## config.mk

```make
export PLATFORM = sky130hd
export DESIGN_NAME = cmw_top
export DESIGN_NICKNAME = d
export VERILOG_FILES = /design/src/logic/cmw_pkg.sv /design/src/logic/cmw_reg_if.sv /design/src/logic/cmw_axil_slave.sv /design/src/logic/cmw_prio_enc.sv /design/src/logic/cmw_top.sv
export SDC_FILE = /design/constraint.sdc
export NUM_CORES = 1
export LEC_CHECK = 0
export BUFFER_PORTS_ARGS = -buffer_cell sky130_fd_sc_hd__buf_2
export CORE_MARGIN = 3
export CORE_UTILIZATION = 45
export CTS_CLUSTER_DIAMETER = 40
export DETAILED_ROUTE_END_ITERATION = 8
export PLACE_DENSITY = 0.69
export SETUP_SLACK_MARGIN = 0.4
export SYNTH_ARGS = -nofsm -noshare
export SYNTH_HDL_FRONTEND = slang
export SYNTH_HIERARCHICAL = 1
export SYNTH_SLANG_ARGS = --single-unit
```

## constraint.sdc

```tcl
create_clock -name aclk -period 3.8 [get_ports aclk]
set_input_delay 0.19 -clock aclk [delete_from_list [all_inputs] [get_ports aclk]]
set_output_delay 0.19 -clock aclk [all_outputs]
set_load 0.05 [all_outputs]
```

## src/logic/cmw_pkg.sv

```systemverilog
// constants, types and helpers of the can mode and window control block
//
// Contract
// - control bits 7:5 request normal 000, disable 001, loopback 010, listen 011
// - any mode request with bit 7 set means configuration mode
// - control bit 4 set aborts all pending transmissions in every buffer
// - control bits 3:1 choose the buffer mapped into the access window
// - window 101 rx1, 100 tx0, 011 tx1, 010 tx2, others rx0
// - status bits 7:5 show the current mode, 101 to 111 reserved
// - status bits 3:1 hold a prioritised code of the interrupt source
// - codes: 111 wake, 110 rx0, 101 rx1, 100 tx0, 011 tx1, 010 tx2
// - interrupt code and window select share one encoding
// - control bit 0 and status bits 4 and 0 read as zero

package cmw_pkg;

	// ************************************************************
	// register map
	// ************************************************************
	localparam logic [7:0] CMW_OFS_CTRL   = 8'h00;
	localparam logic [7:0] CMW_OFS_STATUS = 8'h04;
	localparam logic [7:0] CMW_OFS_IRQST  = 8'h08;
	localparam logic [7:0] CMW_OFS_IRQMSK = 8'h0C;

	// ************************************************************
	// field layout and reset values
	// ************************************************************
	localparam int         CMW_MODE_HI   = 7;
	localparam int         CMW_MODE_LO   = 5;
	localparam int         CMW_ABORT_BIT = 4;
	localparam int         CMW_WIN_HI    = 3;
	localparam int         CMW_WIN_LO    = 1;
	localparam logic [7:0] CMW_CTRL_RST  = 8'h80;
	localparam logic [7:0] CMW_CTRL_WMSK = 8'hFE;
	localparam int         CMW_NUM_SRC   = 7;
	localparam logic [6:0] CMW_IRQ_RST   = 7'h00;
	localparam logic [1:0] CMW_RESP_OK   = 2'h0;
	localparam logic [1:0] CMW_RESP_ERR  = 2'h2;

	// interrupt source bit positions in the sticky flags
	localparam int CMW_SRC_ERR  = 0;
	localparam int CMW_SRC_TX2  = 1;
	localparam int CMW_SRC_TX1  = 2;
	localparam int CMW_SRC_TX0  = 3;
	localparam int CMW_SRC_RX1  = 4;
	localparam int CMW_SRC_RX0  = 5;
	localparam int CMW_SRC_WAKE = 6;

	// ************************************************************
	// encodings
	// ************************************************************
	typedef enum logic [2:0] {
		CMW_NORMAL   = 3'h0,
		CMW_DISABLE  = 3'h1,
		CMW_LOOPBACK = 3'h2,
		CMW_LISTEN   = 3'h3,
		CMW_CONFIG   = 3'h4
	} cmw_mode_type;

	// shared by interrupt code and window select
	typedef enum logic [2:0] {
		CMW_C_NONE = 3'h0,
		CMW_C_ERR  = 3'h1,
		CMW_C_TX2  = 3'h2,
		CMW_C_TX1  = 3'h3,
		CMW_C_TX0  = 3'h4,
		CMW_C_RX1  = 3'h5,
		CMW_C_RX0  = 3'h6,
		CMW_C_WAKE = 3'h7
	} cmw_code_type;

	// one-hot buffer select: rx0, rx1, tx0, tx1, tx2
	localparam logic [4:0] CMW_SEL_RX0 = 5'h01;
	localparam logic [4:0] CMW_SEL_RX1 = 5'h02;
	localparam logic [4:0] CMW_SEL_TX0 = 5'h04;
	localparam logic [4:0] CMW_SEL_TX1 = 5'h08;
	localparam logic [4:0] CMW_SEL_TX2 = 5'h10;

	// address is one of the four mapped words
	function automatic logic cmw_mapped(input logic [31:0] a);
		return a == 32'(CMW_OFS_CTRL) || a == 32'(CMW_OFS_STATUS) ||
			a == 32'(CMW_OFS_IRQST) || a == 32'(CMW_OFS_IRQMSK);
	endfunction

endpackage

```

## src/logic/cmw_reg_if.sv

```systemverilog
// register access carrier between bus slave and register file
`timescale 1ns/1ps
`default_nettype none

interface cmw_reg_if #(parameter int ADDR_W = 8);
	logic              wr_en;
	logic [ADDR_W-1:0] wr_addr;
	logic [31:0]       wr_data;
	logic [3:0]        wr_strb;
	logic [ADDR_W-1:0] rd_addr;
	logic [31:0]       rd_data;

	modport slave (output wr_en, wr_addr, wr_data, wr_strb, rd_addr,
		input rd_data);
	modport regs (input wr_en, wr_addr, wr_data, wr_strb, rd_addr,
		output rd_data);
endinterface

`default_nettype wire

```

## src/logic/cmw_axil_slave.sv

```systemverilog
// axi4-lite slave front end
`timescale 1ns/1ps
`default_nettype none

module cmw_axil_slave #(
	parameter int ADDR_W = 8
) (
	// clock, enable, reset
	input  wire logic              aclk,
	input  wire logic              aclken,
	input  wire logic              aresetn,
	// write channels
	input  wire logic              awvalid,
	output logic                   awready,
	input  wire logic [ADDR_W-1:0] awaddr,
	input  wire logic              wvalid,
	output logic                   wready,
	input  wire logic [31:0]       wdata,
	input  wire logic [3:0]        wstrb,
	output logic                   bvalid,
	input  wire logic              bready,
	output logic [1:0]             bresp,
	// read channels
	input  wire logic              arvalid,
	output logic                   arready,
	input  wire logic [ADDR_W-1:0] araddr,
	output logic                   rvalid,
	input  wire logic              rready,
	output logic [31:0]            rdata,
	output logic [1:0]             rresp,
	// register side
	cmw_reg_if.slave               rif
);
	import cmw_pkg::*;

	logic              aw_full_r;
	logic              w_full_r;
	logic [ADDR_W-1:0] awaddr_r;
	logic [31:0]       wdata_r;
	logic [3:0]        wstrb_r;
	logic              do_wr;

	// write issues once both halves are held
	assign do_wr       = aw_full_r && w_full_r && !bvalid;
	assign rif.wr_en   = do_wr && aclken && cmw_mapped(32'(awaddr_r));
	assign rif.wr_addr = awaddr_r;
	assign rif.wr_data = wdata_r;
	assign rif.wr_strb = wstrb_r;
	assign rif.rd_addr = araddr;

	// write address and data capture, either order
	always_ff @(posedge aclk) begin
		if (!aresetn) begin
			aw_full_r <= 1'b0;
			w_full_r  <= 1'b0;
			awready   <= 1'b0;
			wready    <= 1'b0;
			awaddr_r  <= '0;
			wdata_r   <= 32'h0;
			wstrb_r   <= 4'h0;
		end else if (aclken) begin
			if (awvalid && awready) begin
				aw_full_r <= 1'b1;
				awaddr_r  <= awaddr;
				awready   <= 1'b0;
			end else if (!aw_full_r && !bvalid) begin
				awready <= 1'b1;
			end
			if (wvalid && wready) begin
				w_full_r <= 1'b1;
				wdata_r  <= wdata;
				wstrb_r  <= wstrb;
				wready   <= 1'b0;
			end else if (!w_full_r && !bvalid) begin
				wready <= 1'b1;
			end
			if (do_wr) begin
				aw_full_r <= 1'b0;
				w_full_r  <= 1'b0;
			end
		end
	end

	// write response
	always_ff @(posedge aclk) begin
		if (!aresetn) begin
			bvalid <= 1'b0;
			bresp  <= CMW_RESP_OK;
		end else if (aclken) begin
			if (do_wr) begin
				bvalid <= 1'b1;
				bresp  <= cmw_mapped(32'(awaddr_r)) ? CMW_RESP_OK
					: CMW_RESP_ERR;
			end else if (bready) begin
				bvalid <= 1'b0;
			end
		end
	end

	// read path, data one cycle after the address is taken
	always_ff @(posedge aclk) begin
		if (!aresetn) begin
			arready <= 1'b0;
			rvalid  <= 1'b0;
			rdata   <= 32'h0;
			rresp   <= CMW_RESP_OK;
		end else if (aclken) begin
			if (arvalid && arready) begin
				arready <= 1'b0;
				rvalid  <= 1'b1;
				rdata   <= rif.rd_data;
				rresp   <= cmw_mapped(32'(araddr)) ? CMW_RESP_OK
					: CMW_RESP_ERR;
			end else if (rvalid && rready) begin
				rvalid <= 1'b0;
			end else if (!rvalid) begin
				arready <= 1'b1;
			end
		end
	end

endmodule

`default_nettype wire

```

## src/logic/cmw_prio_enc.sv

```systemverilog
// prioritised interrupt source encoder
`timescale 1ns/1ps
`default_nettype none

module cmw_prio_enc (
	// pending, unmasked sources
	input  wire logic [6:0] pend,
	// code of the winning source
	output cmw_pkg::cmw_code_type code
);
	import cmw_pkg::*;

	// wake highest, error lowest
	always_comb begin
		if (pend[CMW_SRC_WAKE])
			code = CMW_C_WAKE;
		else if (pend[CMW_SRC_RX0])
			code = CMW_C_RX0;
		else if (pend[CMW_SRC_RX1])
			code = CMW_C_RX1;
		else if (pend[CMW_SRC_TX0])
			code = CMW_C_TX0;
		else if (pend[CMW_SRC_TX1])
			code = CMW_C_TX1;
		else if (pend[CMW_SRC_TX2])
			code = CMW_C_TX2;
		else if (pend[CMW_SRC_ERR])
			code = CMW_C_ERR;
		else
			code = CMW_C_NONE;
	end

endmodule

`default_nettype wire

```

## src/logic/cmw_top.sv

```systemverilog
// can mode request, window select and status register block
`timescale 1ns/1ps
`default_nettype none

module cmw_top #(
	parameter int ADDR_W = 8
) (
	// clock, enable, reset
	input  wire logic              aclk,
	input  wire logic              aclken,
	input  wire logic              aresetn,
	// axi4-lite write channels
	input  wire logic              s_awvalid,
	output logic                   s_awready,
	input  wire logic [ADDR_W-1:0] s_awaddr,
	input  wire logic              s_wvalid,
	output logic                   s_wready,
	input  wire logic [31:0]       s_wdata,
	input  wire logic [3:0]        s_wstrb,
	output logic                   s_bvalid,
	input  wire logic              s_bready,
	output logic [1:0]             s_bresp,
	// axi4-lite read channels
	input  wire logic              s_arvalid,
	output logic                   s_arready,
	input  wire logic [ADDR_W-1:0] s_araddr,
	output logic                   s_rvalid,
	input  wire logic              s_rready,
	output logic [31:0]            s_rdata,
	output logic [1:0]             s_rresp,
	// protocol engine status and events
	input  wire logic              engine_idle,
	input  wire logic              evt_wake,
	input  wire logic              evt_receive_buffer_0,
	input  wire logic              evt_receive_buffer_1,
	input  wire logic              evt_transmit_buffer_0,
	input  wire logic              evt_transmit_buffer_1,
	input  wire logic              evt_transmit_buffer_2,
	input  wire logic              evt_error,
	// controls to the protocol engine and buffers
	output cmw_pkg::cmw_mode_type  mode_request,
	output cmw_pkg::cmw_mode_type  mode_status,
	output logic                   abort_all_tx,
	output logic [4:0]             window_buf_sel,
	// interrupt
	output logic                   irq
);
	import cmw_pkg::*;

	// ************************************************************
	// parameter check
	// ************************************************************
	if (ADDR_W < 8 || ADDR_W > 32) begin : g_chk
		$error("cmw_top: ADDR_W must lie between 8 and 32");
	end

	// window decode, shared with the interrupt code encoding
	function automatic logic [4:0] win_decode(input logic [2:0] w);
		case (w)
			CMW_C_RX1: win_decode = CMW_SEL_RX1;
			CMW_C_TX0: win_decode = CMW_SEL_TX0;
			CMW_C_TX1: win_decode = CMW_SEL_TX1;
			CMW_C_TX2: win_decode = CMW_SEL_TX2;
			default:   win_decode = CMW_SEL_RX0;
		endcase
	endfunction

	// requested mode from the control field
	function automatic cmw_mode_type req_decode(input logic [2:0] r);
		if (r[2])
			req_decode = CMW_CONFIG;
		else
			req_decode = cmw_mode_type'(r);
	endfunction

	// ************************************************************
	// bus slave
	// ************************************************************
	cmw_reg_if #(.ADDR_W(ADDR_W)) rif ();

	cmw_axil_slave #(.ADDR_W(ADDR_W)) u_slave (
		.aclk    (aclk),
		.aclken  (aclken),
		.aresetn (aresetn),
		.awvalid (s_awvalid),
		.awready (s_awready),
		.awaddr  (s_awaddr),
		.wvalid  (s_wvalid),
		.wready  (s_wready),
		.wdata   (s_wdata),
		.wstrb   (s_wstrb),
		.bvalid  (s_bvalid),
		.bready  (s_bready),
		.bresp   (s_bresp),
		.arvalid (s_arvalid),
		.arready (s_arready),
		.araddr  (s_araddr),
		.rvalid  (s_rvalid),
		.rready  (s_rready),
		.rdata   (s_rdata),
		.rresp   (s_rresp),
		.rif     (rif.slave)
	);

	// ************************************************************
	// registers
	// ************************************************************
	logic [7:0]   ctrl_r;
	logic [6:0]   irq_flags_r;
	logic [6:0]   irq_flags_nxt;
	logic [6:0]   irq_mask_r;
	logic [6:0]   evt_vec;
	logic [6:0]   pend;
	cmw_code_type prio_code;
	cmw_code_type icode_r;
	cmw_mode_type mode_nxt;
	logic         wr_ctrl;
	logic         wr_irqst;
	logic         wr_irqmsk;
	logic [7:0]   status_word;

	assign wr_ctrl   = rif.wr_en && rif.wr_strb[0] &&
		32'(rif.wr_addr) == 32'(CMW_OFS_CTRL);
	assign wr_irqst  = rif.wr_en && rif.wr_strb[0] &&
		32'(rif.wr_addr) == 32'(CMW_OFS_IRQST);
	assign wr_irqmsk = rif.wr_en && rif.wr_strb[0] &&
		32'(rif.wr_addr) == 32'(CMW_OFS_IRQMSK);

	// control register, bit 0 never stored
	// control reset value
	always_ff @(posedge aclk) begin
		if (!aresetn)
			ctrl_r <= CMW_CTRL_RST;
		else if (aclken && wr_ctrl)
			ctrl_r <= rif.wr_data[7:0] & CMW_CTRL_WMSK;
	end

	// decoded controls to the engine
	always_ff @(posedge aclk) begin
		if (!aresetn) begin
			mode_request   <= CMW_CONFIG;
			abort_all_tx   <= 1'b0;
			window_buf_sel <= CMW_SEL_RX0;
		end else if (aclken) begin
			mode_request   <= req_decode(ctrl_r[CMW_MODE_HI:CMW_MODE_LO]);
			abort_all_tx   <= ctrl_r[CMW_ABORT_BIT];
			window_buf_sel <= win_decode(ctrl_r[CMW_WIN_HI:CMW_WIN_LO]);
		end
	end

	// ************************************************************
	// operating mode tracking
	// ************************************************************
	// follow only when the engine has settled
	always_comb begin
		mode_nxt = mode_status;
		case (mode_status)
			CMW_NORMAL, CMW_DISABLE, CMW_LOOPBACK, CMW_LISTEN,
			CMW_CONFIG: begin
				if (engine_idle && mode_request != mode_status)
					mode_nxt = mode_request;
			end
			default: mode_nxt = CMW_CONFIG;
		endcase
	end

	// current mode held for the status register
	always_ff @(posedge aclk) begin
		if (!aresetn)
			mode_status <= CMW_CONFIG;
		else if (aclken)
			mode_status <= mode_nxt;
	end

	// ************************************************************
	// interrupt flags, mask and code
	// ************************************************************
	assign evt_vec = {evt_wake, evt_receive_buffer_0, evt_receive_buffer_1, evt_transmit_buffer_0,
		evt_transmit_buffer_1, evt_transmit_buffer_2, evt_error};
	assign pend    = irq_flags_r & irq_mask_r;

	// write one to clear, a new event wins over the clear
	always_comb begin
		irq_flags_nxt = irq_flags_r;
		if (wr_irqst)
			irq_flags_nxt = irq_flags_nxt & ~rif.wr_data[6:0];
		irq_flags_nxt = irq_flags_nxt | evt_vec;
	end

	always_ff @(posedge aclk) begin
		if (!aresetn)
			irq_flags_r <= CMW_IRQ_RST;
		else if (aclken)
			irq_flags_r <= irq_flags_nxt;
	end

	always_ff @(posedge aclk) begin
		if (!aresetn)
			irq_mask_r <= CMW_IRQ_RST;
		else if (aclken && wr_irqmsk)
			irq_mask_r <= rif.wr_data[6:0];
	end

	cmw_prio_enc u_prio (
		.pend (pend),
		.code (prio_code)
	);

	// code of the highest pending source
	always_ff @(posedge aclk) begin
		if (!aresetn) begin
			icode_r <= CMW_C_NONE;
			irq     <= 1'b0;
		end else if (aclken) begin
			icode_r <= prio_code;
			irq     <= |pend;
		end
	end

	// ************************************************************
	// read mux
	// ************************************************************
	// status bits 4 and 0 zero, code in window layout
	assign status_word = {mode_status, 1'b0, icode_r, 1'b0};

	always_comb begin
		case (32'(rif.rd_addr))
			32'(CMW_OFS_CTRL):   rif.rd_data = {24'h0, ctrl_r};
			32'(CMW_OFS_STATUS): rif.rd_data = {24'h0, status_word};
			32'(CMW_OFS_IRQST):  rif.rd_data = {25'h0, irq_flags_r};
			32'(CMW_OFS_IRQMSK): rif.rd_data = {25'h0, irq_mask_r};
			default:             rif.rd_data = 32'h0;
		endcase
	end

	// ************************************************************
	// assertions
	// ************************************************************
	property p_reset_val;
		@(posedge aclk) !aresetn |=> ctrl_r == CMW_CTRL_RST &&
			mode_status == CMW_CONFIG;
	endproperty
	a_reset_val: assert property (p_reset_val)
		else $error("control or mode wrong after reset");

	property p_req_cfg;
		@(posedge aclk) disable iff (!aresetn)
		aclken && ctrl_r[CMW_MODE_HI] |=> mode_request == CMW_CONFIG;
	endproperty
	a_req_cfg: assert property (p_req_cfg)
		else $error("msb set did not request configuration");

	property p_req_low;
		@(posedge aclk) disable iff (!aresetn)
		aclken && !ctrl_r[CMW_MODE_HI] |=>
			mode_request == $past(ctrl_r[CMW_MODE_HI:CMW_MODE_LO]);
	endproperty
	a_req_low: assert property (p_req_low)
		else $error("mode request not decoded");

	property p_abort;
		@(posedge aclk) disable iff (!aresetn)
		aclken |=> abort_all_tx == $past(ctrl_r[CMW_ABORT_BIT]);
	endproperty
	a_abort: assert property (p_abort)
		else $error("abort output does not follow control");

	property p_window;
		@(posedge aclk) disable iff (!aresetn)
		aclken && ctrl_r[CMW_WIN_HI:CMW_WIN_LO] == icode_r &&
			icode_r == CMW_C_RX1 |=> window_buf_sel == CMW_SEL_RX1;
	endproperty
	a_window: assert property (p_window)
		else $error("copied code did not map its buffer");

	property p_win_map;
		@(posedge aclk) disable iff (!aresetn)
		aclken |=> window_buf_sel ==
			win_decode($past(ctrl_r[CMW_WIN_HI:CMW_WIN_LO]));
	endproperty
	a_win_map: assert property (p_win_map)
		else $error("window select decoded wrongly");

	property p_zero_bits;
		@(posedge aclk) disable iff (!aresetn)
		ctrl_r[0] == 1'b0 && status_word[4] == 1'b0 &&
			status_word[0] == 1'b0;
	endproperty
	a_zero_bits: assert property (p_zero_bits)
		else $error("unimplemented bit not zero");

	property p_mode_hold;
		@(posedge aclk) disable iff (!aresetn)
		aclken && !engine_idle |=> $stable(mode_status);
	endproperty
	a_mode_hold: assert property (p_mode_hold)
		else $error("mode changed while engine busy");

	property p_mode_move;
		@(posedge aclk) disable iff (!aresetn)
		aclken && engine_idle |=> mode_status == $past(mode_request);
	endproperty
	a_mode_move: assert property (p_mode_move)
		else $error("mode status did not follow request");

	property p_wake_code;
		@(posedge aclk) disable iff (!aresetn)
		aclken && pend[CMW_SRC_WAKE] |=> icode_r == CMW_C_WAKE && irq;
	endproperty
	a_wake_code: assert property (p_wake_code)
		else $error("wake source not top priority");

	property p_no_code;
		@(posedge aclk) disable iff (!aresetn)
		aclken && pend == 7'h00 |=> icode_r == CMW_C_NONE && !irq;
	endproperty
	a_no_code: assert property (p_no_code)
		else $error("code or irq set with nothing pending");

	property p_set_wins;
		@(posedge aclk) disable iff (!aresetn)
		aclken && evt_error && wr_irqst |=> irq_flags_r[CMW_SRC_ERR];
	endproperty
	a_set_wins: assert property (p_set_wins)
		else $error("event lost against clear");

	c_to_normal: cover property (@(posedge aclk) disable iff (!aresetn)
		mode_status == CMW_CONFIG ##1 mode_status == CMW_NORMAL);
	c_abort: cover property (@(posedge aclk) disable iff (!aresetn)
		$rose(abort_all_tx));
	c_wake: cover property (@(posedge aclk) disable iff (!aresetn)
		icode_r == CMW_C_WAKE);
	c_win_tx2: cover property (@(posedge aclk) disable iff (!aresetn)
		window_buf_sel == CMW_SEL_TX2);

endmodule

`default_nettype wire

```

==> flow_summary.yaml <==
timing:
  setup-tns-final_ns: 0
  period_needed_ns: 2.09
  fin_skew_ns: 0.0106
  setup-violations-final: 0
  fin_ws_ns: 1.71
  relSlewSlack: 0.369
  slew_violations: 0
  min_period_over_period: 0.551
  hold_violations: 0
  rsz0062_at_grt: "false"
  fmax_mhz: 478
  worst_pin_slew_ns: 0.947
cells_and_area:
  fillers: 823
  area_growth_pct: 15.6
  num_antenna_cells: 0
  multi_input_area_um2: 2140
  drive_gt1_frac: 0.216
  fin_nets: 643
  fin_cells: 688
  regArea_um2: 1900
cts:
  post_cts_resize_count: 0
  cts_buffer_depth: 2
  cts_tree: "done"
  clk_pin_slew_ns: 0.09
  cts_setup_buffers: 0
  clk_latency_ns: 0.35
  htreeDepth: 3
  clock-root-buffer: "clkbuf_8"
  cts_sinks: 95
  hold_buffers: 0
  numCtsBuffers: 9
pwr:
  p_clk_frac: 0.330
  seq_power_share: 0.572
  ir_worst_vdd_mv: 0.151
  p_per_area_nw_per_um2: 372
  netSwitchingFraction: 0.264
  p_int_w: 0.00133
  p_leak_nw: 2.05
  p_comb_frac: 0.099
  design_power_total_w: 0.00181
  switchingPower_w: 0.000478
critical_path:
  startpoint: "u_slave/rif.wr_addr[4]"
  cp.required_ns: 4.00
  crit_path_start_kind: "flop"
  cp-end-kind: "flop"
  worst-r2r-setup-slack_ns: 1.71
  r2r_start: "u_slave/rif.wr_addr[4]"
  cp.arrival_ns: 2.29
  worstPathMaxFanout: 7
  crit_type: "reg2reg"
flow_run:
  drv_cap: 0
die:
  die_y_um: 103
  placementRows: 34
  die-area_um2: 10500
  initial_utilization: 0.473
  core_um2: 8890
  die_w_um: 103
  boundaryPins: 122
detailed_routing:
  drt_pass1_iterations: 4
  via_count: 3432
  via_per_inst: 4.99
  wire_per_inst_um: 13.5
  drcViolationCount: 0
  wl_mm: 9.26
  ant_nets: 0
  drtIter0Drc: 147
yosys:
  synthCells: 485
  netlist_area_um2: 4210
  syn_area_per_cell_um2: 8.67
  yosysWarnings: 6
global_route:
  antenna_found_initial: 0
  track_usage: 0.185
  grt_pass1_vias: 3219
  grt-ovfl-total: 0
  grt_max_degree: 61
  grt_pass1_wl_mm: 15.4
placed_design:
  place_worst_setup_slack_ns: 1.67
  gp_congestion: 0.788
  io_buffers: 92
  hpwl_mm: 6.66
  place.detailed.instances: 672
worst_hold_path:
  min_from: "s_awaddr[6]"
  hold_path.class: "in2reg"
status:
  status: "finished, final reports clean"
==> worst paths after layout <==
path	to	cells after the start
min reg2reg	u_slave/rdata[26]	2
max reg2reg	irq_flags_r[1]	6
min	u_slave/rif.wr_addr[6]	3
max	irq_flags_r[1]	6
==> cell usage in the layout (no fill, tap or decap), types with 3 or more instances in the layout <==
| cell type | count |
|---|---|
| a21boi_0 | 52 |
| a21oi_1 | 15 |
| a311oi_1 | 7 |
| a31oi_1 | 4 |
| and2_1 | 6 |
| and3_1 | 9 |
| buf_2 | 92 |
| buf_4 | 4 |
| clkbuf_8 | 10 |
| conb_1 | 26 |
| dfxtp_1 | 95 |
| inv_1 | 4 |
| mux2i_1 | 24 |
| mux4_2 | 5 |
| nand2_1 | 138 |
| nand2b_1 | 5 |
| nand3_1 | 9 |
| nor2_1 | 26 |
| nor2b_1 | 7 |
| nor3_1 | 3 |
| nor4_1 | 5 |
| o21ai_0 | 6 |
==> cell type report <==
type,instances,share of cell area
inverters,5,0.00386
clock inverters,5,0.00694
repair buffers,96,0.101
clock buffers,11,0.0291
multi-input cells,368,0.441
flip-flops and latches,95,0.391
well taps,108,0.0278
==> power groups by stage <==
stage	Clock, W	Sequential (W)	Combinational [W]
final	0.000597	0.00103	0.000178
after global routing	0.000658	0.00104	0.000196
after CTS	0.000615	0.00103	0.000179
after detailed placement	0	0.00106	0.000179
after global placement	0	0.00106	0.000176
after floorplan	0	0.00109	0.000100
==> flip-flops by register name, indices dropped and copies added, names as in the netlist, 3 cells and up <==
register / count
mode_status: 3
ctrl_r: 7
u_slave/rif.wr_addr: 8
mode_request: 3
window_buf_sel: 5
u_slave/rif.wr_data: 8
irq_flags_r: 7
icode_r: 3
u_slave/rdata: 32
irq_mask_r: 7
==> per-stage QoR <==
stage / utilization / hold slack [ns] / cell area, um2
final: 0.547 / 0.0838 / 4860
after global routing: 0.547 / 0.0823 / 4860
after CTS: 0.547 / 0.0699 / 4860
after detailed placement: 0.527 / 0.455 / 4690
after global placement: 0.527 / 0.445 / 4690
after floorplan: - / 0.332 / 4300
==> per-layer routing <==
layer  up-vias  share of wire  track usage
met2        86           0.47        0.305
met4         0         0.0055       0.0666
met1      1565           0.48        0.243
met3         2          0.047       0.0332
met5         -              0            0
li1       1779              -            -
==> worst max-delay path: stages (launching register included) <==
cell      delay, ns
dfxtp_1        0.35
or4_4          0.55
nor4_4         0.17
and3_1         0.22
nand2_1        0.14
nor3_4         0.35
a311oi_1       0.16
Note: power is estimated with default switching activity, not from simulation.
